===== src/rtl/ppd_pkg.sv =====
// Overview of operation
// - When the calibration clock enable bit is set the calibration clock drives timer pin 1, otherwise that output is off.
// - The factory test register reads at any time and accepts writes only in special mode.
// - Port C polarity bits 7 to 1 pick pulldown when 1 and pullup when 0, effective only while the pull is enabled.
// - On port C bit 0 and port S bit 4, with the CAN receiver active and routed there, only a pullup is allowed and choosing pulldown turns the pull off.
// - Port S polarity bits 7 to 5 and 3 to 0 pick pulldown with rising edge when 1, pullup with falling edge when 0.
// - The port data register holds the level driven on each general-purpose output pin.
// - Port data reads give the latch for output bits and the buffered pin for input bits.
// - Port input reads always give the buffered pin state whatever the direction.
// - The port input register is read-only and writes to it change nothing.
// - A pin not claimed by a peripheral works as general-purpose I/O under the port registers.
// - A direction bit of 1 makes the pin an output, 0 an input.
// - After a direction change, data and input reads may take up to two clocks to settle through the synchronisers.
package ppd_pkg;
  localparam logic [9:0] OFS_MISC    = 10'h20c;
  localparam logic [9:0] OFS_FTEST   = 10'h20e;
  localparam logic [9:0] OFS_CPOL    = 10'h210;
  localparam logic [9:0] OFS_SPOL    = 10'h211;
  localparam logic [9:0] OFS_DATA    = 10'h212;
  localparam logic [9:0] OFS_PIN     = 10'h213;
  localparam logic [9:0] OFS_DIR     = 10'h214;
  localparam logic [9:0] OFS_PULLEN  = 10'h215;
  localparam int         MISC_CALE   = 0;
  localparam int         CAN_C_BIT   = 0;
  localparam int         CAN_S_BIT   = 4;
  localparam logic [7:0] RST_MISC    = 8'h00;
  localparam logic [7:0] RST_FTEST   = 8'h00;
  localparam logic [7:0] RST_PPS     = 8'h00;
  localparam logic [7:0] RST_DATA    = 8'h00;
  localparam logic [7:0] RST_DIR     = 8'h00;
  localparam logic [7:0] RST_PULLEN  = 8'h00;
  localparam int         SYNC_STAGES = 2;
endpackage


===== src/rtl/ppd_port_if.sv =====
`timescale 1ns/100ps
// Per-port configuration and pin state between top and pin logic
interface ppd_port_if #(parameter int W = 8);
  logic [W-1:0] out_bits;
  logic [W-1:0] dir_bits;
  logic [W-1:0] pull_en;
  logic [W-1:0] pol_bits;
  logic [W-1:0] pin_sync;
  logic [W-1:0] pad_out;
  logic [W-1:0] pad_oe;
  logic [W-1:0] pull_up;
  logic [W-1:0] pull_dn;
  modport ctrl (output out_bits, output dir_bits, output pull_en, output pol_bits,
                input pin_sync, input pad_out, input pad_oe, input pull_up, input pull_dn);
  modport pins (input out_bits, input dir_bits, input pull_en, input pol_bits,
                output pin_sync, output pad_out, output pad_oe, output pull_up,
                output pull_dn);
endinterface


===== src/rtl/ppd_sync.sv =====
`timescale 1ns/100ps
module ppd_sync #(
  parameter int W = 8
) (
  // Clock and reset
  input  wire logic         clock,
  input  wire logic         rst_n,
  // Data
  input  wire logic [W-1:0] d,
  output logic      [W-1:0] q
);
  import ppd_pkg::*;
  logic [W-1:0] meta_q;
  // Two-stage input synchroniser
  always_ff @(posedge clock or negedge rst_n) begin
    if (!rst_n) begin
      meta_q <= '0;
      q      <= '0;
    end else begin
      meta_q <= d;
      q      <= meta_q;
    end
  end
endmodule


===== src/rtl/ppd_pin.sv =====
`timescale 1ns/100ps
module ppd_pin #(
  parameter int         W        = 8,
  parameter logic [7:0] EDGE_MSK = 8'h00,
  parameter int         CAN_BIT  = 0
) (
  // Clock and reset
  input  wire logic         clock,
  input  wire logic         rst_n,
  // Pads
  input  wire logic [W-1:0] pad_in,
  input  wire logic         can_active,
  output logic      [W-1:0] edge_rise,
  ppd_port_if.pins          port
);
  import ppd_pkg::*;
  // Synchronised pin levels
  ppd_sync #(.W(W)) u_sync (
    .clock (clock),
    .rst_n (rst_n),
    .d     (pad_in),
    .q     (port.pin_sync)
  );
  // Output drive and pull selection per bit
  for (genvar i = 0; i < W; i++) begin : g_bit
    wire inp = ~port.dir_bits[i];
    wire can = (i == CAN_BIT) && can_active;
    assign port.pad_out[i] = port.out_bits[i];
    assign port.pad_oe[i]  = port.dir_bits[i];
    assign port.pull_up[i] = inp & port.pull_en[i] & ~port.pol_bits[i];
    assign port.pull_dn[i] = inp & port.pull_en[i] & port.pol_bits[i] & ~can;
    assign edge_rise[i]    = EDGE_MSK[i] & port.pol_bits[i];
  end
endmodule


===== src/rtl/ppd_top.sv =====
// Chosen here: the strobed register port.
`timescale 1ns/100ps
module ppd_top (
  // Clock and reset
  input  wire logic       clock,
  input  wire logic       resetn,
  // Register port
  input  wire logic [9:0] addr,
  input  wire logic [7:0] wdata,
  input  wire logic       wr,
  input  wire logic       rd,
  output logic      [7:0] rdata,
  // Mode and peripheral status
  input  wire logic       special_mode,
  input  wire logic       can_active_c,
  input  wire logic       can_active_s,
  input  wire logic       rtc_calibration_clock,
  // Timer pin 1
  output logic            timer_port_pin1,
  output logic            timer_port_pin1_oe,
  // Port C pads
  input  wire logic [7:0] pc_in,
  output logic      [7:0] pc_out,
  output logic      [7:0] pc_oe,
  output logic      [7:0] pc_pull_up,
  output logic      [7:0] pc_pull_dn,
  // Port S pads
  input  wire logic [7:0] ps_in,
  output logic      [7:0] ps_out,
  output logic      [7:0] ps_oe,
  output logic      [7:0] ps_pull_up,
  output logic      [7:0] ps_pull_dn,
  output logic      [7:0] ps_edge_rise
);
  import ppd_pkg::*;
  logic       rs1_q;
  logic       rst_n;
  logic [7:0] misc_q;
  logic [7:0] ftest_q;
  logic [7:0] cpol_q;
  logic [7:0] spol_q;
  logic [7:0] data_q;
  logic [7:0] dir_q;
  logic [7:0] pullen_q;
  logic [7:0] rdata_q;
  logic [7:0] rd_d;
  logic [7:0] pc_edge;
  ppd_port_if #(.W(8)) pc_if ();
  ppd_port_if #(.W(8)) ps_if ();

  // Reset release
  always_ff @(posedge clock or negedge resetn) begin
    if (!resetn) begin
      rs1_q <= 1'b0;
      rst_n <= 1'b0;
    end else begin
      rs1_q <= 1'b1;
      rst_n <= rs1_q;
    end
  end

  // Write decode
  wire we_misc   = wr && addr == OFS_MISC;
  wire we_ftest  = wr && addr == OFS_FTEST && special_mode;
  wire we_cpol   = wr && addr == OFS_CPOL;
  wire we_spol   = wr && addr == OFS_SPOL;
  wire we_data   = wr && addr == OFS_DATA;
  wire we_dir    = wr && addr == OFS_DIR;
  wire we_pullen = wr && addr == OFS_PULLEN;

  // Register writes
  always_ff @(posedge clock or negedge rst_n) begin
    if (!rst_n) begin
      misc_q   <= RST_MISC;
      ftest_q  <= RST_FTEST;
      cpol_q   <= RST_PPS;
      spol_q   <= RST_PPS;
      data_q   <= RST_DATA;
      dir_q    <= RST_DIR;
      pullen_q <= RST_PULLEN;
    end else begin
      if (we_misc)   misc_q   <= {7'h00, wdata[MISC_CALE]};
      if (we_ftest)  ftest_q  <= wdata;
      if (we_cpol)   cpol_q   <= wdata;
      if (we_spol)   spol_q   <= wdata;
      if (we_data)   data_q   <= wdata;
      if (we_dir)    dir_q    <= wdata;
      if (we_pullen) pullen_q <= wdata;
    end
  end

  // Port configuration to pin logic; port S shares direction and pull enables
  assign pc_if.out_bits = data_q;
  assign pc_if.dir_bits = dir_q;
  assign pc_if.pull_en  = pullen_q;
  assign pc_if.pol_bits = cpol_q;
  assign ps_if.out_bits = data_q;
  assign ps_if.dir_bits = dir_q;
  assign ps_if.pull_en  = pullen_q;
  assign ps_if.pol_bits = spol_q;

  ppd_pin #(.W(8), .EDGE_MSK(8'h00), .CAN_BIT(CAN_C_BIT)) u_pc (
    .clock      (clock),
    .rst_n      (rst_n),
    .pad_in     (pc_in),
    .can_active (can_active_c),
    .edge_rise  (pc_edge),
    .port       (pc_if.pins)
  );
  ppd_pin #(.W(8), .EDGE_MSK(8'hff), .CAN_BIT(CAN_S_BIT)) u_ps (
    .clock      (clock),
    .rst_n      (rst_n),
    .pad_in     (ps_in),
    .can_active (can_active_s),
    .edge_rise  (ps_edge_rise),
    .port       (ps_if.pins)
  );

  // Pad outputs
  assign pc_out     = pc_if.pad_out;
  assign pc_oe      = pc_if.pad_oe;
  assign pc_pull_up = pc_if.pull_up;
  assign pc_pull_dn = pc_if.pull_dn;
  assign ps_out     = ps_if.pad_out;
  assign ps_oe      = ps_if.pad_oe;
  assign ps_pull_up = ps_if.pull_up;
  assign ps_pull_dn = ps_if.pull_dn;

  // Calibration clock onto timer pin 1
  assign timer_port_pin1    = misc_q[MISC_CALE] & rtc_calibration_clock;
  assign timer_port_pin1_oe = misc_q[MISC_CALE];

  // Read mux
  wire [7:0] data_rd = (dir_q & data_q) | (~dir_q & pc_if.pin_sync);
  always_comb begin
    unique case (addr)
      OFS_MISC:   rd_d = misc_q;
      OFS_FTEST:  rd_d = ftest_q;
      OFS_CPOL:   rd_d = cpol_q;
      OFS_SPOL:   rd_d = spol_q;
      OFS_DATA:   rd_d = data_rd;
      OFS_PIN:    rd_d = pc_if.pin_sync;
      OFS_DIR:    rd_d = dir_q;
      OFS_PULLEN: rd_d = pullen_q;
      default:    rd_d = 8'h00;
    endcase
  end

  // Read data one cycle after the strobe
  always_ff @(posedge clock or negedge rst_n) begin
    if (!rst_n) rdata_q <= 8'h00;
    else if (rd) rdata_q <= rd_d;
    else rdata_q <= 8'h00;
  end
  assign rdata = rdata_q;
endmodule


===== config.mk =====
export PLATFORM = sky130hd
export DESIGN_NAME = ppd_top
export DESIGN_NICKNAME = d
export VERILOG_FILES = /design/src/rtl/ppd_pkg.sv /design/src/rtl/ppd_port_if.sv /design/src/rtl/ppd_sync.sv /design/src/rtl/ppd_pin.sv /design/src/rtl/ppd_top.sv
export SDC_FILE = /design/constraint.sdc
export NUM_CORES = 1
export LEC_CHECK = 0
export BUFFER_PORTS_ARGS = -buffer_cell sky130_fd_sc_hd__buf_2
export CELL_PAD_IN_SITES_DETAIL_PLACEMENT = 0
export CELL_PAD_IN_SITES_GLOBAL_PLACEMENT = 1
export CORE_MARGIN = 8
export CORE_UTILIZATION = 39
export DETAILED_ROUTE_END_ITERATION = 16
export GPL_TIMING_DRIVEN = 0
export MAX_ROUTING_LAYER = met4
export PLACE_DENSITY_LB_ADDON = 0.1
export SLEW_MARGIN = 20
export SYNTH_ARGS = -nofsm -noshare
export SYNTH_HDL_FRONTEND = slang
export SYNTH_SLANG_ARGS = --single-unit

===== constraint.sdc =====
create_clock -name clock -period 2.54 [get_ports clock]
set_clock_uncertainty 0.05 [all_clocks]
set_input_delay 0.254 -clock clock [delete_from_list [all_inputs] [get_ports clock]]
set_output_delay 0.254 -clock clock [all_outputs]
set_load 0.01 [all_outputs]

# Word-level counts from Yosys, hierarchy flattened
# Cells that the tools add are included.
dict set report op_classes {
  magnitude_cmp 0
  shift 0
  div_mod_pow 0
  multipliers 0
  eq_ne 8
  muxes 2
  n_bitwise 73
  addsub 0
  n_reduce_logical 8
}
# op n
set op_table {}
lappend op_table {{equality test 10 bit, second input constant} 8}
lappend op_table {{case mux 8 bit (8 select lines)} 1}
lappend op_table {{bitwise AND 1 bit} 43}
lappend op_table {{NOT 1 bit} 26}
lappend op_table {{bitwise AND 8 bit} 2}
lappend op_table {{logical AND 1 bit} 8}
lappend op_table {{2-to-1 mux 8 bit} 1}
lappend op_table {{NOT 8 bit} 1}
lappend op_table {{bitwise OR 8 bit} 1}
dict set report totals {
  n_memories 0
  ram_bits 0
  latch_bits 0
  wordCells 103
  input_bits 42
  rom_bits 0
  ff_bits 75
}

# Depth between registers and ports, before layout
dict set report logic_depth {
  ltp_word 5
  depth_mapped 7
}

# Modules after synthesis
# Synthesis repeated with hierarchy kept, for this count alone.
dict set report unflattened {
  cells_unflattened 344
  hier_area_um2 4346.7
}
# mod seq_area_each_um2 instances cells_per_inst area_per_inst_um2
set by_module_without_submodules {}
lappend by_module_without_submodules {ppd_top 1476.4 1 231 2914.0}
lappend by_module_without_submodules {ppd_sync 400.4 2 16 400.4}
lappend by_module_without_submodules {{ppd_pin at u_pc} 0.0 1 41 317.8}
lappend by_module_without_submodules {{ppd_pin at u_ps} 0.0 1 40 314.1}

# Least setup slack after synthesis
# OpenSTA, ideal clock, no wires.
dict set report synth_path {
  kind {input to register}
  from {input port addr[8]}
  to {register data_q[0]}
  setup_slack_ns 0.850
  stages 6
  setup_ns 0.125
  arrival_time_ns 1.515
  required_time_ns 2.365
  path_cell_list {and2b_2 > and2_4 > nand2_4 > or3_4 > buf_6 > mux2_4}
}
dict set report synth_between {
  elab_chain_cells 2
}
# element line_no
set synth_rtl {}
lappend synth_rtl {{from (decl)} ppd_top.sv:8} ;# input wire logic [9:0] addr,
lappend synth_rtl {{equality test 10 bit} ppd_top.sv:67} ;# wire we_data = wr && addr == OFS_DATA;
lappend synth_rtl {{logical AND 1 bit} ppd_top.sv:67}
lappend synth_rtl {{to (signal assigned)} ppd_top.sv:86} ;# if (we_data) data_q <= wdata;
lappend synth_rtl {{to (decl)} ppd_top.sv:42} ;# logic [7:0] data_q;
# Every way passes these cells.
# A chain may end at the register's enable or synchronous reset.

# Worst setup path in the final report
dict set report layout_path {
  from {input port addr[5]}
  to {register cpol_q[2]}
}
dict set report layout_between {
  elab_chain_cells 2
}
# element line_no
set layout_rtl {}
lappend layout_rtl {{equality test 10 bit} ppd_top.sv:65} ;# wire we_cpol = wr && addr == OFS_CPOL;
lappend layout_rtl {{logical AND 1 bit} ppd_top.sv:65}
lappend layout_rtl {{to (signal assigned)} ppd_top.sv:84} ;# if (we_cpol) cpol_q <= wdata;
lappend layout_rtl {{to (decl)} ppd_top.sv:40} ;# logic [7:0] cpol_q;
# Every way passes these cells.

==> metrics.cfg <==
[timing]
setup_viol_count_final = 0
max_slew.worst_pin.slew_ps = 929
max_freq_mhz = 529
period_needed_ps = 1890
hold_violations = 0
report.final.slew_viol_count = 0
relSlewSlack_pct = 37.6
rsz0062_at_grt = false
min_period_over_period_pct = 74.5
holdWs_ps = 149

[grt]
grt_pass1_vias = 3048
grt_start_max_net_pins = 40
grt_usage_pct = 16.9
grt_pass1_wl_um = 16300
antenna_found_initial = 0
overflow = 0

[pwr]
p_sw_mw = 0.571
comb_power_share_pct = 7.4
p_leak_nw = 2.55
intPower_mw = 1.91
ir_drop_mv = 0.251
p_sw_share_pct = 23.0
p_seq_share_pct = 50.3
p_clk_share_pct = 42.3
cellPowerDensity_nw_per_um2 = 525
total_power_mw = 2.48

[route]
dr.pass1.iters = 4
drcViolationCount = 0
wirelength_um = 10200
num_vias = 2820
drt-initial-drc-count = 72
drtAntennaViolNets = 0
post_drt_via_cell_ratio = 5.04
routedWlPerCell_um = 18.3

[clock_network]
clock_latency_ps = 350
clockBufferDepth = 2
root_buffer = clkbuf_8
cts_tree = yes
clk_pin_slew_worst_paths_ps = 80
post_cts_buffers = 0
h-tree-depth = 3
cts-buffers-inserted = 9
cts_sinks = 75

[worst_setup_path]
worst-setup-path-type = input port to flop
r2r-end = rdata[0]$_DFF_PN0_
crit_path_top_delay_cell = nor4_4
critical_path_peak_fanout = 8
path_cells = buf_2, nor3_4, nand2_4, nor4_4, mux2_2
r2r_slack_ps = 1080
critPathMaxStageDelay_ps = 780
arrival_ps = 2080
r2r_start = dir_q[0]$_DFFE_PN0P_
worstPathRequired_ps = 2730
crit_path_start_kind = input port
endpoint_kind = flop
reg2reg_depth = 4

[synth]
synth_top_area_share_pct = 51.1
synth_area_leaders = dfrtp_1, mux2_2, buf_4, mux2i_1, mux2_4
ys_ff_latch = 75
syn_area_um2 = 3670
ys_seq_area_share_pct = 51.1
synth_top_area_cell = dfrtp_1
synthesis.instances = 308
ys.flop_type = dfrtp_1
syn_area_per_cell_um2 = 11.9
synthArstFlopShare_pct = 100
synth_fp_nets = 350
synth_cell_types = 43
synth_edf_count = 0
yosysWarnings = 0

[floorplan]
die_w_um = 113
rows = 35
io_pins = 124
core_um2 = 9200
dieArea_um2 = 12800
start_util_pct = 39.9
die_h_um = 113

[status]
status = finished clean

[min_path]
min-delay-start = rd
hold_depth = 3
holdPathEnd = rdata[5]$_DFF_PN0_
hp-class = input port to flop

[place]
dpl.cell_count = 534
dp_hpwl_um = 7320
port_buffers = 114
gp_routability_congestion = 0.780
dpl_cell_area_um2 = 4410

[final_layout]
layout.cells.non_filler = 559
finalNetCount = 485
area_growth_pct = 28.6
fin_area_um2 = 4720
diodes = 0
drive_above_1_share_pct = 48.9

[flow_run]
max_cap_viol_count = 0

## power groups by stage
stage          registers [mW]  clock network, mW  logic [mW]
2_1_floorplan            1.27                  0      0.0832
3_3_place_gp             1.28                  0       0.157
3_5_place_dp             1.27                  0       0.174
4_1_cts                  1.25               1.08       0.186
5_1_grt                  1.25               1.12       0.200
6_report                 1.25               1.05       0.183
## layer usage
| layer | up-vias | global-route usage [%] | share of wire [%] |
|---|---|---|---|
| li1 | 1350 | - | - |
| met1 | 1369 | 19.6 | 45 |
| met2 | 87 | 28.1 | 48 |
| met3 | 14 | 3.46 | 5.3 |
| met4 | 0 | 7.19 | 1.7 |
| met5 | - | - | 0 |
## cell type report
cell class / count / area [µm²]
Fill cell: 820 / 4470
Clock inverter: 4 / 72.6
Clock buffer: 12 / 155
Buffer: 26 / 176
Tap cell: 111 / 139
Multi-Input combinational cell: 195 / 1580
Inverter: 12 / 45.0
Timing Repair Buffer: 124 / 681
Sequential cell: 75 / 1880
## layout by cell type, fill, tap and decap left out, types with 4 or more instances in the layout
| master | instances |
|---|---|
| a21oi_1 | 6 |
| a32oi_1 | 7 |
| and3_1 | 7 |
| buf_2 | 117 |
| buf_4 | 18 |
| clkbuf_1 | 4 |
| clkbuf_8 | 11 |
| dfrtp_1 | 74 |
| dlygate4sd3_1 | 9 |
| inv_1 | 12 |
| mux2_2 | 44 |
| mux2_4 | 8 |
| mux2i_1 | 13 |
| nand2_1 | 9 |
| nand2b_1 | 8 |
| nand3_1 | 7 |
| nor2_1 | 31 |
| nor2b_1 | 8 |
| nor3_1 | 5 |
| nor3b_1 | 4 |
## worst max-delay path by stage
stage               startpoint               endpoint  depth (start not counted)
2_1_floorplan  rst_n$_DFF_PN0_  cpol_q[0]$_DFFE_PN0P_                          0
3_3_place_gp   rst_n$_DFF_PN0_  cpol_q[4]$_DFFE_PN0P_                          0
3_5_place_dp           addr[8]  cpol_q[1]$_DFFE_PN0P_                          6
4_1_cts                addr[8]  cpol_q[2]$_DFFE_PN0P_                          6
5_1_grt                addr[8]  cpol_q[2]$_DFFE_PN0P_                          6
6_report               addr[5]  cpol_q[2]$_DFFE_PN0P_                          5
## state kept, by name, summed over array words and instances, names as in the netlist, 8 cells and up
signal              flops
dir_q                   8
ftest_q                 8
cpol_q                  8
ps_if.pol_bits          8
u_pc.u_sync.meta_q      8
pc_if.pull_en           8
u_pc.u_sync.q           8
rdata                   8
data_q                  8
## timing repair
action / 4_1_cts / 5_1_grt
hold buffers: 9 / 0
resized for setup: 0 / 0
hold endpoints to repair: 10 / 0
endpoints found under the setup margin: 0 / 0
## metrics by stage
stage          setup slack (ps)  utilization (%)  setup TNS [ps]
2_1_floorplan               247                -               0
3_3_place_gp               -588             47.7          -42530
3_5_place_dp                258             47.9               0
4_1_cts                     637             51.4               0
5_1_grt                     577             51.4               0
6_report                    649             51.4               0
## cell usage after synthesis, drive strengths merged (3+ instances only)
master and n:
a21oi 6, a32oi 7, and2 4, and2b 3, and3 7, buf 23, clkbuf 3, dfrtp 75
inv 12, mux2 52, mux2i 13, nand2 10, nand2b 8, nand3 8, nor2 32, nor2b 8
nor3 6, nor3b 4, o21ai 3, o221a 3, o22ai 3
## worst max-delay path, delay by kind of cell
kind | cells | cell delay (ps)
simple gates | 3 | 1280
buf+inv | 1 | 110
mux | 1 | 420
## logic make-up after synthesis
group,synth area share [%]
AOI/OAI and AO/OA,6.34
muxes,20.9
buffers and inverters,6.03
and+or+nand+nor,15.5
other,0.102
DFF,51.1
(Power assumes the default switching activity.)
